### src/status_two_regs.vh
// register offsets, field positions, reset values and counts of the status block
`ifndef STATUS_TWO_REGS_VH
`define STATUS_TWO_REGS_VH

// byte offsets on the register bus
`define ADDR_STATUS_TWO     6'h00
`define ADDR_BUSY           6'h04
`define ADDR_CRC_START      6'h08
`define ADDR_CRC_END        6'h0c
`define ADDR_ERASE_SECTOR   6'h10
`define ADDR_COMMAND        6'h14

// status_two_volatile field positions
`define BIT_PROGRAM_SUSP    0
`define BIT_ERASE_SUSP      1
`define BIT_SECTOR_OK       2
`define BIT_CRC_ABORTED     3
`define BIT_CRC_SUSP        4
`define RSVD_VALUE          3'h0

// command register field positions
`define BIT_CMD_CRC_GO      0
`define BIT_CMD_EVAL_ERASE  1

// reset values
`define STATUS_TWO_RESET    8'h00
`define ADDR_REG_RESET      32'h0000_0000
`define SECTOR_REG_RESET    6'h00

// crc range: end must reach start plus this distance
`define CRC_MIN_SPAN        33'h0_0000_0003

// sector map geometry
`define SECTOR_BITS         6
`define SECTOR_COUNT        64

// bus responses
`define RESP_OKAY           2'h0
`define RESP_SLVERR         2'h2

`endif

### src/crc_range_check.v
// range check that launches or aborts an integrity crc calculation
`timescale 1ns/1ps
module crc_range_check (
    input  wire        clk_i,
    input  wire        rst_b_i,
    input  wire        go_i,
    input  wire [31:0] start_addr_i,
    input  wire [31:0] end_addr_i,
    output reg         launch_o,
    output reg         abort_set_o,
    output reg         abort_clr_o
);
`include "status_two_regs.vh"

    wire [32:0] min_end;
    wire        span_ok;

    // widened sum so a start near the top cannot wrap round
    assign min_end = {1'b0, start_addr_i} + `CRC_MIN_SPAN;
    assign span_ok = ({1'b0, end_addr_i} >= min_end);

    // one decision per request: launch and clear, or abort only
    always @(posedge clk_i) begin
        if (!rst_b_i) begin
            launch_o    <= 1'b0;
            abort_set_o <= 1'b0;
            abort_clr_o <= 1'b0;
        end else begin
            launch_o    <= go_i & span_ok;
            abort_clr_o <= go_i & span_ok;
            abort_set_o <= go_i & ~span_ok;
        end
    end

endmodule // crc_range_check

### src/sector_erase_map.v
// per-sector record of the last erase result, read by evaluate requests
`timescale 1ns/1ps
module sector_erase_map (
    input  wire       clk_i,
    input  wire       rst_b_i,
    input  wire       done_i,
    input  wire [5:0] done_sector_i,
    input  wire       done_ok_i,
    input  wire       eval_i,
    input  wire [5:0] eval_sector_i,
    output reg        eval_ok_o,
    output reg        eval_done_o
);
`include "status_two_regs.vh"

    reg  [`SECTOR_COUNT-1:0] ok_map_r;
    wire                     hit_now;

    // result bit per sector, cleared at reset so no sector reads as erased
    genvar g;
    generate
        for (g = 0; g < `SECTOR_COUNT; g = g + 1) begin : g_sector
            always @(posedge clk_i) begin
                if (!rst_b_i) begin
                    ok_map_r[g] <= 1'b0;
                end else if (done_i && done_sector_i == g) begin
                    ok_map_r[g] <= done_ok_i;
                end
            end
        end
    endgenerate

    // an erase finishing in the lookup cycle is forwarded, not missed
    assign hit_now = done_i && (done_sector_i == eval_sector_i);

    // lookup answers one cycle after the request
    always @(posedge clk_i) begin
        if (!rst_b_i) begin
            eval_ok_o   <= 1'b0;
            eval_done_o <= 1'b0;
        end else begin
            eval_done_o <= eval_i;
            if (eval_i) begin
                eval_ok_o <= hit_now ? done_ok_i
                                     : ok_map_r[eval_sector_i];
            end
        end
    end

endmodule // sector_erase_map

### src/status_two_regs.v
// status register two with its axi4-lite slave, crc and erase-check control
//
// Functional notes
// bits seven to five are reserved, read zero; host writes default.
// bit four is one while the integrity crc is suspended.
// crc request with end below start plus three sets abort, no run.
// crc request with end at least start plus three clears abort.
// bit three reports the crc abort flag, one meaning aborted.
// host issues evaluate-erase-status with sector before reading bit two.
// after evaluate, bit two is one if that sector erased successfully.
// bit one is one while an erase is suspended, else zero.
// bit zero is one while a program is suspended, else zero.
// host trusts the register only while the busy flag reads zero.
// busy flag is one during embedded operations, new requests refused.
// register clears at reset; writes to its read-only bits are ignored.
`timescale 1ns/1ps
module status_two_regs (
    input  wire        clk_i,
    input  wire        rst_b_i,
    // axi4-lite slave
    input  wire [5:0]  s_axi_awaddr,
    input  wire        s_axi_awvalid,
    output wire        s_axi_awready,
    input  wire [31:0] s_axi_wdata,
    input  wire [3:0]  s_axi_wstrb,
    input  wire        s_axi_wvalid,
    output wire        s_axi_wready,
    output reg  [1:0]  s_axi_bresp,
    output reg         s_axi_bvalid,
    input  wire        s_axi_bready,
    input  wire [5:0]  s_axi_araddr,
    input  wire        s_axi_arvalid,
    output wire        s_axi_arready,
    output reg  [31:0] s_axi_rdata,
    output reg  [1:0]  s_axi_rresp,
    output reg         s_axi_rvalid,
    input  wire        s_axi_rready,
    // embedded operation engines
    input  wire        engine_busy_i,
    input  wire        crc_suspended_i,
    input  wire        erase_suspended_i,
    input  wire        program_suspended_i,
    input  wire        erase_done_i,
    input  wire [5:0]  erase_done_sector_i,
    input  wire        erase_done_ok_i,
    output wire        crc_launch_o,
    output wire [31:0] crc_start_address_o,
    output wire [31:0] crc_end_address_o,
    output wire        device_busy_flag_o,
    output wire [7:0]  status_two_volatile_o
);
`include "status_two_regs.vh"

    // ****************************************************************
    // storage
    // ****************************************************************
    reg  [5:0]  aw_addr_r;
    reg         aw_held_r;
    reg  [31:0] w_data_r;
    reg  [3:0]  w_strb_r;
    reg         w_held_r;
    reg  [31:0] crc_start_r;
    reg  [31:0] crc_end_r;
    reg  [5:0]  erase_sector_r;
    reg         crc_aborted_r;
    reg         sector_ok_r;
    reg         crc_susp_r;
    reg         erase_susp_r;
    reg         prog_susp_r;
    reg         crc_go_r;
    reg         eval_go_r;
    reg         crc_go_nxt;
    reg         eval_go_nxt;
    reg  [1:0]  wr_resp_nxt;
    reg  [31:0] rd_data_nxt;
    reg  [1:0]  rd_resp_nxt;
    wire        wr_fire;
    wire        rd_fire;
    wire        launch;
    wire        abort_set;
    wire        abort_clr;
    wire        eval_ok;
    wire        eval_done;
    wire        busy;
    wire [7:0]  status_two;

    // ****************************************************************
    // submodules
    // ****************************************************************
    crc_range_check u_crc_check (
        .clk_i        (clk_i),
        .rst_b_i      (rst_b_i),
        .go_i         (crc_go_r),
        .start_addr_i (crc_start_r),
        .end_addr_i   (crc_end_r),
        .launch_o     (launch),
        .abort_set_o  (abort_set),
        .abort_clr_o  (abort_clr)
    );

    sector_erase_map u_erase_map (
        .clk_i         (clk_i),
        .rst_b_i       (rst_b_i),
        .done_i        (erase_done_i),
        .done_sector_i (erase_done_sector_i),
        .done_ok_i     (erase_done_ok_i),
        .eval_i        (eval_go_r),
        .eval_sector_i (erase_sector_r),
        .eval_ok_o     (eval_ok),
        .eval_done_o   (eval_done)
    );

    // ****************************************************************
    // busy flag and status assembly
    // ****************************************************************
    // busy also covers the cycles a crc check or erase lookup is in flight
    assign busy = engine_busy_i | crc_go_r | eval_go_r
                | launch | abort_set | eval_done;

    assign device_busy_flag_o    = busy;
    assign crc_launch_o          = launch;
    assign crc_start_address_o   = crc_start_r;
    assign crc_end_address_o     = crc_end_r;

    // reserved bits are constants, nothing can load them
    assign status_two = {`RSVD_VALUE,
                         crc_susp_r,
                         crc_aborted_r,
                         sector_ok_r,
                         erase_susp_r,
                         prog_susp_r};
    assign status_two_volatile_o = status_two;

    // suspend flags follow the engines' levels one clock later
    always @(posedge clk_i) begin
        if (!rst_b_i) begin
            crc_susp_r   <= 1'b0;
            erase_susp_r <= 1'b0;
            prog_susp_r  <= 1'b0;
        end else begin
            crc_susp_r   <= crc_suspended_i;
            erase_susp_r <= erase_suspended_i;
            prog_susp_r  <= program_suspended_i;
        end
    end

    // abort flag and erase result; only hardware events touch them
    always @(posedge clk_i) begin
        if (!rst_b_i) begin
            crc_aborted_r <= 1'b0;
            sector_ok_r   <= 1'b0;
        end else begin
            if (abort_set) begin
                crc_aborted_r <= 1'b1;
            end else if (abort_clr) begin
                crc_aborted_r <= 1'b0;
            end
            if (eval_done) begin
                sector_ok_r <= eval_ok;
            end
        end
    end

    // ****************************************************************
    // axi4-lite write path
    // ****************************************************************
    // address and data are held separately, so either may come first
    assign s_axi_awready = ~aw_held_r & ~s_axi_bvalid;
    assign s_axi_wready  = ~w_held_r & ~s_axi_bvalid;
    assign wr_fire       = aw_held_r & w_held_r & ~s_axi_bvalid;

    always @(posedge clk_i) begin
        if (!rst_b_i) begin
            aw_held_r <= 1'b0;
            aw_addr_r <= 6'h00;
            w_held_r  <= 1'b0;
            w_data_r  <= 32'h0000_0000;
            w_strb_r  <= 4'h0;
        end else begin
            if (s_axi_awvalid && s_axi_awready) begin
                aw_held_r <= 1'b1;
                aw_addr_r <= s_axi_awaddr;
            end else if (wr_fire) begin
                aw_held_r <= 1'b0;
            end
            if (s_axi_wvalid && s_axi_wready) begin
                w_held_r <= 1'b1;
                w_data_r <= s_axi_wdata;
                w_strb_r <= s_axi_wstrb;
            end else if (wr_fire) begin
                w_held_r <= 1'b0;
            end
        end
    end

    // write decode: response code and command pulses
    always @* begin
        wr_resp_nxt = `RESP_OKAY;
        crc_go_nxt  = 1'b0;
        eval_go_nxt = 1'b0;
        if (aw_addr_r == `ADDR_STATUS_TWO) begin
            wr_resp_nxt = `RESP_OKAY;
        end else if (aw_addr_r == `ADDR_BUSY) begin
            wr_resp_nxt = `RESP_OKAY;
        end else if (aw_addr_r == `ADDR_CRC_START) begin
            wr_resp_nxt = `RESP_OKAY;
        end else if (aw_addr_r == `ADDR_CRC_END) begin
            wr_resp_nxt = `RESP_OKAY;
        end else if (aw_addr_r == `ADDR_ERASE_SECTOR) begin
            wr_resp_nxt = `RESP_OKAY;
        end else if (aw_addr_r == `ADDR_COMMAND) begin
            // commands arriving while busy are dropped, not queued
            if (w_strb_r[0] && !busy) begin
                crc_go_nxt  = w_data_r[`BIT_CMD_CRC_GO];
                eval_go_nxt = w_data_r[`BIT_CMD_EVAL_ERASE] &
                              ~w_data_r[`BIT_CMD_CRC_GO];
            end
        end else begin
            wr_resp_nxt = `RESP_SLVERR;
        end
    end

    // writable registers honour byte strobes
    always @(posedge clk_i) begin
        if (!rst_b_i) begin
            crc_start_r    <= `ADDR_REG_RESET;
            crc_end_r      <= `ADDR_REG_RESET;
            erase_sector_r <= `SECTOR_REG_RESET;
            crc_go_r       <= 1'b0;
            eval_go_r      <= 1'b0;
            s_axi_bvalid   <= 1'b0;
            s_axi_bresp    <= `RESP_OKAY;
        end else begin
            crc_go_r  <= wr_fire & crc_go_nxt;
            eval_go_r <= wr_fire & eval_go_nxt;
            if (wr_fire) begin
                s_axi_bvalid <= 1'b1;
                s_axi_bresp  <= wr_resp_nxt;
            end else if (s_axi_bready) begin
                s_axi_bvalid <= 1'b0;
            end
            if (wr_fire && aw_addr_r == `ADDR_CRC_START) begin
                if (w_strb_r[0]) crc_start_r[7:0]   <= w_data_r[7:0];
                if (w_strb_r[1]) crc_start_r[15:8]  <= w_data_r[15:8];
                if (w_strb_r[2]) crc_start_r[23:16] <= w_data_r[23:16];
                if (w_strb_r[3]) crc_start_r[31:24] <= w_data_r[31:24];
            end
            if (wr_fire && aw_addr_r == `ADDR_CRC_END) begin
                if (w_strb_r[0]) crc_end_r[7:0]   <= w_data_r[7:0];
                if (w_strb_r[1]) crc_end_r[15:8]  <= w_data_r[15:8];
                if (w_strb_r[2]) crc_end_r[23:16] <= w_data_r[23:16];
                if (w_strb_r[3]) crc_end_r[31:24] <= w_data_r[31:24];
            end
            // sector choice for the next evaluate request
            if (wr_fire && aw_addr_r == `ADDR_ERASE_SECTOR &&
                w_strb_r[0]) begin
                erase_sector_r <= w_data_r[5:0];
            end
        end
    end

    // ****************************************************************
    // axi4-lite read path
    // ****************************************************************
    assign s_axi_arready = ~s_axi_rvalid;
    assign rd_fire       = s_axi_arvalid & s_axi_arready;

    // read decode; narrow fields sit low, upper bits read zero
    always @* begin
        rd_data_nxt = 32'h0000_0000;
        rd_resp_nxt = `RESP_OKAY;
        if (s_axi_araddr == `ADDR_STATUS_TWO) begin
            rd_data_nxt = {24'h00_0000, status_two};
        end else if (s_axi_araddr == `ADDR_BUSY) begin
            rd_data_nxt = {31'h0000_0000, busy};
        end else if (s_axi_araddr == `ADDR_CRC_START) begin
            rd_data_nxt = crc_start_r;
        end else if (s_axi_araddr == `ADDR_CRC_END) begin
            rd_data_nxt = crc_end_r;
        end else if (s_axi_araddr == `ADDR_ERASE_SECTOR) begin
            rd_data_nxt = {26'h000_0000, erase_sector_r};
        end else if (s_axi_araddr == `ADDR_COMMAND) begin
            rd_data_nxt = 32'h0000_0000;    // commands are pulses
        end else begin
            rd_resp_nxt = `RESP_SLVERR;
        end
    end

    // read answer registered one cycle after the address is taken
    always @(posedge clk_i) begin
        if (!rst_b_i) begin
            s_axi_rvalid <= 1'b0;
            s_axi_rdata  <= 32'h0000_0000;
            s_axi_rresp  <= `RESP_OKAY;
        end else begin
            if (rd_fire) begin
                s_axi_rvalid <= 1'b1;
                s_axi_rdata  <= rd_data_nxt;
                s_axi_rresp  <= rd_resp_nxt;
            end else if (s_axi_rready) begin
                s_axi_rvalid <= 1'b0;
            end
        end
    end

endmodule // status_two_regs

### config.mk
export PLATFORM = sky130hd
export DESIGN_NAME = status_two_regs
export DESIGN_NICKNAME = d
export VERILOG_FILES = /design/src/crc_range_check.v /design/src/sector_erase_map.v /design/src/status_two_regs.v
export VERILOG_INCLUDE_DIRS = /design/src
export SDC_FILE = /design/constraint.sdc
export NUM_CORES = 1
export LEC_CHECK = 0
export ABC_AREA = 1
export BUFFER_PORTS_ARGS = -buffer_cell sky130_fd_sc_hd__buf_2
export CAP_MARGIN = 30
export CORE_ASPECT_RATIO = 1.5
export CORE_MARGIN = 10
export CORE_UTILIZATION = 51
export DETAILED_ROUTE_END_ITERATION = 8
export PLACE_DENSITY_LB_ADDON = 0.12
export SYNTH_ARGS = -nofsm -noshare
export SYNTH_HDL_FRONTEND = slang
export SYNTH_SLANG_ARGS = --single-unit
### constraint.sdc
create_clock -name clk_i -period 2.8 [get_ports clk_i]
set_input_delay 0 -clock clk_i [delete_from_list [all_inputs] [get_ports clk_i]]
set_output_delay 0 -clock clk_i [all_outputs]
set_load 0.1 [all_outputs]
Yosys cells after proc, flatten, opt, wreduce, memory -nomap -nowiden

Index checks and enable logic that the tools add are counted.

Register bits after elaboration: 227
Bits of input ports: 67
Output and inout port bits: 115

Add/sub/neg operators: 1
Order comparisons: 2
Equal/unequal tests: 74
Multiplexer cells: 43
Bitwise logic cells: 21
Reduce and logical (&&, ||, !) cells: 89

Operators with widths:

| cell                    | count |
|---|---|
| $eq A6 B6 Y1 const B    | 32 |
| $mux W32                | 4 |
| $eq A6 B5 Y1 const B    | 20 |
| $eq A6 B4 Y1 const B    | 12 |
| $logic_and A1 B1 Y1     | 72 |
| $eq A6 B3 Y1 const B    | 6 |
| $add A32 B2 Y33 const B | 1 |
| $ge A32 B33 Y1          | 1 |
| $mux W1                 | 25 |
| $mux W2                 | 12 |
| $logic_not A6 Y1        | 3 |
| $reduce_and A2 Y1       | 8 |
| $eq A6 B2 Y1 const B    | 2 |
| $and A1 B1 Y1           | 10 |
| $reduce_bool A2 Y1      | 5 |
| $lt A6 B7 Y1 const B    | 1 |
| $bmux W1 S6             | 1 |
| $eq A6 B1 Y1 const B    | 1 |
| $eq A6 B6 Y1            | 1 |
| $mux W6                 | 1 |
| $not A1 Y1              | 6 |
| $or A1 B1 Y1            | 5 |
| $logic_not A1 Y1        | 1 |

Logic depth before layout (Yosys ltp)

Gate-level depths: netlist (run 1).

Depth in word-level cells: 15
Depth in mapped cells: 21
Gate-level depth less buffers: 21

Cells and area by module

From an unflattened synthesis (run 1), not the netlist that was laid out.

Cell total of the unflattened synthesis: 1683
Area total of the unflattened synthesis: 11688.7 sq um

Modules (own cells, without submodules):

| module           | times used | cells each | area an instance (sq um) |
|---|---|---|---|
| status_two_regs  | 1          | 871        | 6446.2 |
| sector_erase_map | 1          | 512        | 3462.1 |
| crc_range_check  | 1          | 300        | 1780.5 |

Worst setup path after synthesis (run 1)

Ideal clock, no wire load.

Path type: flip-flop to flip-flop
From: register crc_start_r[0], in the netlist crc_start_address_o[0]
To: register u_crc_check.launch_o
Library setup time: 0.064 ns
Arrival time: 3.480 ns
Required time: 2.736 ns
Slack: -0.744 ns
Cell stages (with the launch flop): 21
Buffers on the path: 0
Cells stage by stage: dfxtp_1 > inv_1 > ha_1 > inv_1 > nand2_2 > nor3_4 > nand3_1 > nor4_2 > nand2_1 > xor2_1 > ha_1 > nand2_1 > nor2_1 > nand4_1 > nor3_1 > a21oi_1 > o21ai_0 > nor2_1 > nand2_1 > nand2_1 > nor2_1

Longest elaborated chain between the ends: 3

RTL lines:

| item                      | RTL line              | source |
|---|---|---|
| from (decl)               | status_two_regs.v:62  | `reg [31:0] crc_start_r;` |
| from (signal assigned)    | status_two_regs.v:226 | `` crc_start_r <= `ADDR_REG_RESET; `` |
| from (signal assigned)    | status_two_regs.v:243 | `if (w_strb_r[0]) crc_start_r[7:0] <= w_data_r[7:0];` |
| $add A32 B2 Y33 (no line) | -                     |  |
| $ge A32 B33 Y1            | crc_range_check.v:20  | `assign span_ok = ({1'b0, end_addr_i} >= min_end);` |
| $and A1 B1 Y1             | crc_range_check.v:29  | `launch_o <= go_i & span_ok;` |
| to (signal assigned)      | crc_range_check.v:29  |  |
| to (decl)                 | crc_range_check.v:9   | `output reg launch_o,` |

Every way passes these cells.
A chain may end at the register's enable or synchronous reset.

Worst setup path after layout (run 1)

Ends and elaborated chain as after synthesis.

==> metrics.csv, run 1 <==
metric,value,unit
max_cap_viol_count,0,
rows,64,
cp_max_fo,3,
cts_tree,built,
synth_top_area_share,42.4,%
p_int,5.17,mW
crit_chain,"inv_4, ha_4, inv_4, nand2_4, nor3_4, nand2_2, nor3_4, nand2_1, nor2_1, xor2_1, ha_1, nand2_1, nor2_1, nand4_1, nor3_2, a21oi_1, o21ai_1, nor2_1, nand2_1, nand2_1, nor2_1",
final_util,65.8,%
end_kind,flip-flop,
syn_inst,1399,
wl_per_cell,19.2,µm
die_y,197,µm
max_slew.worst_pin.slew,866,ps
ys.flop_type,dfxtp_1,
syn2layout_area_growth,26.5,%
gp_congestion,0.997,
yosys_warnings,0,
hp-class,in2reg,
numCtsBuffers,23,
yosys-top-cells-area,"dfxtp_1 (42%), a21oi_1 (9.2%), nand2_1 (7.3%)",
max_stage_delay,360,ps
required,3260,ps
ctsLongestPathBuffers,3,
port_buffers,176,
fin_total_pwr,7.07,mW
grt_remaining_overflow,0,
postRouteAntennaNets,0,
p_per_area,527,mW/mm²
ys_async_sr_fraction,0,%
setup_viol,0,
drc_errors,0,
fin_crit,2740,ps
grt_max_degree,89,
combPwrFrac,9.7,%
grt_pass1_vias,10500,
rsz0062_at_grt,yes,
finalMaxSlewViolations,0,
setup_tns,0,ps
grt_use_total,26.2,%
cts_root_buf,clkbuf_16,
drt_pass1_iterations,5,
start_util,52.0,%
ys_seq_elements,225,
post-dp-hpwl,26400,µm
final_area,0.0134,mm²
worst_path_max_delay_cell,dfxtp_4,
grt_pass1_wl,57300,µm
switchingPower,1.90,mW
power_frac_seq,47.1,%
wirelength,36800,µm
crit_family,simple AND/OR/NAND/NOR gates,
dieArea,0.0271,mm²
cp.arrival,3210,ps
drive_gt1_share,21.0,%
critPathKind,reg2reg,
syn_area_per_cell,7.59,µm²
vias_per_cell,5.67,
start_kind,flip-flop,
max-vdd-ir-drop,0.628,mV
drt_iter0_drc,613,
syn-cell-area,0.0106,mm²
skew,14.3,ps
fp.dieW,138,µm
path_clk_slew,70,ps
fill_cells,1832,
ios,182,
synth-edff-count,0,
place_area,0.0121,mm²
slew_headroom,42.3,%
fmax,365,MHz
num_vias,10900,
leakage,5.49,nW
outcome,"complete, no violations",
antenna_found_initial,1,
clock_latency,520,ps
ys_types,39,
nNetsFinal,1733,
h-tree-depth,1,
crit_buf_inv,2,
clock_sinks,225,
hold_viol,0,
coreArea,0.0204,mm²
yosys.area.top_type,dfxtp_1,
switching_share,26.9,%
finalCritPeriodShare,98.0,%
pwr-share-clk,43.1,%
whs,19.0,ps
ys_seq_area_share,42.4,%
metal layers:
| metal | up-vias | track usage (%) | wire length [µm] |
|---|---|---|---|
| met3 | 94 | 3.54 | 1930 |
| met1 | 5091 | 29.1 | 13900 |
| met2 | 333 | 48.1 | 19500 |
| met4 | 0 | 11.2 | 1430 |
| met5 | - | 0 | 0 |
| li1 | 5336 | - | - |
power groups by stage:
stage / Combinational [mW] / Clock [mW] / Sequential, mW
5_1_grt: 0.743 / 3.20 / 3.34
3_3_place_gp: 0.604 / 0 / 3.40
3_5_place_dp: 0.613 / 0 / 3.40
6_report: 0.688 / 3.05 / 3.33
4_1_cts: 0.683 / 3.08 / 3.33
2_1_floorplan: 0.382 / 0 / 3.44
worst register-to-register path, delay by kind of cell, from the launching register on:
| family | cells | cell delay, ps |
|---|---|---|
| simple gates | 14 | 1550 |
| fa+ha+maj | 2 | 450 |
| buf+inv | 2 | 100 |
| xor+xnor | 1 | 80 |
| compound gates | 2 | 170 |
| flops | 1 | 360 |
area by class of cell:
| type | count | area (µm²) | share of cell area (%) |
|---|---|---|---|
| Tap cell | 264 | 330 | 2.46 |
| Timing Repair Buffer | 299 | 1970 | 14.7 |
| Sequential cell | 225 | 4560 | 33.9 |
| Multi-Input combinational cell | 972 | 5390 | 40.1 |
| Antenna cell | 1 | 2.50 | 0.0186 |
| Inverter | 112 | 434 | 3.23 |
| Clock buffer | 28 | 626 | 4.66 |
| Clock inverter | 14 | 120 | 0.894 |
Yosys cell counts (all sizes together) (16+ instances only):
cell type  number
dfxtp         225
nand2         211
a21oi         196
nor2          140
inv           107
o21ai          96
nand3          93
clkbuf         68
a311oi         64
ha             33
xor2           27
buf            26
nor3           25
a211oi         17
o221ai         17
nand4          16
o22ai          16
what timing repair did:
action	CTS	global route
gates cloned	0	0
setup endpoints to repair	2	2
pin swaps	1	9
buffers inserted	1	0
resized for setup	0	6
hold buffers	57	0
hold endpoints to repair	56	0
cells in the final DEF (no fill, tap or decap), types with 7 or more instances in the layout:
cell type      Yosys  final
nand2_1          206    204
dfxtp_1          225    200
a21oi_1          195    195
buf_2             14    176
nor2_1           133    131
inv_1            104    100
o21ai_0           96     95
nand3_1           92     91
a311oi_1          64     64
buf_4             10     64
dlygate4sd3_1      0     57
ha_1              33     32
xor2_1            27     27
clkbuf_16          0     24
a211oi_1          17     17
o221ai_1          17     17
dfxtp_2            0     17
o22ai_1           16     16
nand4_1           15     15
nor3_1            18     13
nor3_2             5      9
dfxtp_4            0      8
nor2_2             5      7
logic make-up after synthesis:
logic type,count (synthesis),share of synthesized area [%]
simple gates,493,20.4
compound gates,414,23.2
flops,225,42.4
buf+inv,206,7.80
fa+ha+maj,33,3.89
xor+xnor,27,2.23
other cells,1,0.0353
final timing paths:
kind / startpoint / to / slack [ps] / depth (start not counted)
max: crc_start_address_o[0] / u_crc_check.launch_o / 60 / 21
min: rst_b_i / s_axi_rresp[1] / 20 / 3
max reg2reg: crc_start_address_o[0] / u_crc_check.launch_o / 60 / 21
min reg2reg: eval_go_r / u_erase_map.eval_done_o / 430 / 2
sequential cells by signal (all words and copies together) (netlist names), 4 cells and up:
name / flops
w_data_r: 32
erase_sector_r: 6
aw_addr_r: 6
u_erase_map.ok_map_r: 64
w_strb_r: 4
crc_end_address_o: 32
s_axi_rdata: 32
crc_start_address_o: 32
stage by stage:
| step | std cells | setup WS [ps] |
|---|---|---|
| floorplan | 1403 | -144 |
| global placement | 1813 | 12.3 |
| detailed placement | 1814 | -43.0 |
| CTS | 1914 | 9.70 |
| global route | 1915 | -248 |
| finish | 1915 | 56.7 |
(Power assumes the default switching activity.)
==> inputs of run 2 (changes only) <==
Settings changed: CORE_ASPECT_RATIO 1.5 to 2.
==> run 2 against run 1 <==
Net effect: global-route usage rose by 0.68 points; final cell count decreased by 0.47%; wire length grew 3.7%; sequential cell count stayed put; cell area shrank 0.92%; utilization down 0.74 points; register-to-register slack worse by 50 ps; critical path depth unchanged; clock power fell by 11%; highest routed layer unchanged.
==> metrics.csv, run 2 (synthesis results as in run 1) <==
metric,value,unit
drive_gt1_share,21.1,%
place_area,0.0121,mm²
multiInputGateArea,0.00541,mm²
fill_cells,1936,
largest_reg_flops,64,
start_util,51.9,%
clock_latency,520,ps
wl_per_cell,20.0,µm
cp_max_fo,3,
setup_tns,0,ps
rrSetupSlack,10,ps
power_frac_seq,49.6,%
antenna_found_initial,0,
switching_share,26.1,%
postRouteAntennaNets,0,
switchingPower,1.75,mW
max_slew.worst_pin.slew,943,ps
post-dp-hpwl,28000,µm
grt_pass1_wl,58300,µm
start_kind,flip-flop,
clock_sinks,225,
num_vias,10900,
hold_depth,3,
slew_headroom,36.8,%
cts_root_buf,clkbuf_16,
largest-register,u_erase_map.ok_map_r,
critPathKind,reg2reg,
cp.arrival,3240,ps
end_kind,flip-flop,
drt_pass1_iterations,5,
p_per_area,505,mW/mm²
max_stage_delay,360,ps
grt_pass1_vias,10900,
p_int,4.96,mW
max-vdd-ir-drop,0.579,mV
r2r_cells,21,
wirelength,38100,µm
drc_errors,0,
setup_viol,0,
vias_per_cell,5.74,
max_cap_viol_count,0,
combPwrFrac,10.3,%
fin_cells,1906,
fmax,358,MHz
grt_remaining_overflow,0,
gp_congestion,0.990,
coreArea,0.0205,mm²
worstHoldStart,s_axi_awvalid,
regArea,0.00456,mm²
pwr-share-clk,40.2,%
crit_buf_inv,2,
rows,74,
ios,182,
grt_use_total,26.9,%
final_area,0.0133,mm²
worst_r2r_endpoint,u_crc_check.launch_o,
hp-class,in2reg,
numCtsBuffers,20,
cts_tree,built,
crit_family,simple AND/OR/NAND/NOR gates,
drt_iter0_drc,846,
crit_chain,"inv_4, ha_4, inv_4, nand2_4, nor3_4, nand2_2, nor3_4, nand2_2, nor2_2, xor2_1, ha_1, nand2_2, nor2_1, nand4_1, nor3_2, a21oi_1, o21ai_1, nor2_1, nand2_1, nand2_1, nor2_1",
leakage,5.43,nW
fin_total_pwr,6.72,mW
ctsLongestPathBuffers,3,
finalMaxSlewViolations,0,
fin_crit,2790,ps
dieArea,0.0273,mm²
final_cell_mix,"nand2_1 (202), dfxtp_1 (200), a21oi_1 (195), buf_2 (176), nor2_1 (128)",
port_buffers,176,
path_clk_slew,70,ps
hold_viol,0,
fp.dieW,122,µm
rsz0062_at_grt,yes,
final_util,65.0,%
h-tree-depth,1,
grt_max_degree,89,
hold_end,aw_addr_r[4],
dp.cells,1818,
outcome,"complete, no violations",
required,3250,ps
die_y,224,µm
worst_path_max_delay_cell,dfxtp_4,
crit-reg2reg-launch,crc_start_address_o[1],
finalCritPeriodShare,99.6,%
nNetsFinal,1729,
skew,18.1,ps
antennaDiodeCount,0,
layout_commonest_cell,nand2_1,
syn2layout_area_growth,25.3,%
run 2: power by group through the flow:
stage               clock, mW  sequential, mW  combinational (mW)
finish                   2.70            3.33               0.690
detailed placement          0            3.40               0.624
global placement            0            3.40               0.615
global route             2.86            3.34               0.746
floorplan                   0            3.44               0.382
CTS                      2.74            3.33               0.685
run 2: stage by stage:
step                hold slack, ps  worst slack (ps)
floorplan                     97.6              -144
global placement               182             -41.7
detailed placement             187             -54.2
CTS                           1.45              7.87
global route                  58.0              -197
finish                        14.6              9.95
run 2: how the worst max path moves through the flow:
stage	cells after the start	from	to	slack [ps]
floorplan	20	crc_start_address_o[0]	u_crc_check.launch_o	-140
global placement	21	crc_start_address_o[1]	u_crc_check.launch_o	-40
detailed placement	20	crc_start_address_o[1]	u_crc_check.abort_set_o	-50
CTS	20	crc_start_address_o[1]	u_crc_check.launch_o	8
global route	21	crc_start_address_o[1]	u_crc_check.launch_o	-200
finish	21	crc_start_address_o[1]	u_crc_check.launch_o	10
run 2: layer usage:
layer	routed length, µm	track usage (%)
met5	0	0
met2	20800	51.1
met4	2250	16.3
met1	12800	26.2
met3	2280	3.53
run 2: layout make-up:
type                            count  area share (%)
Clock buffer                       31            4.61
Clock inverter                      2          0.0846
Inverter                          112            3.26
Multi-Input combinational cell    972            40.6
Sequential cell                   225            34.2
Tap cell                          266            2.50
Timing Repair Buffer              298            14.7
run 2: timing repair:
item                                    CTS  global route
hold buffers                             52             0
setup buffers                             0             3
gates resized for setup                   2            10
endpoints found under the setup margin    2             2
pin swaps                                 2             8
hold endpoints to repair                 55             0
run 2: worst min-delay path, stage by stage:
cell	delay, ps
buf_2	70
nand2_1	200
a21oi_1	200
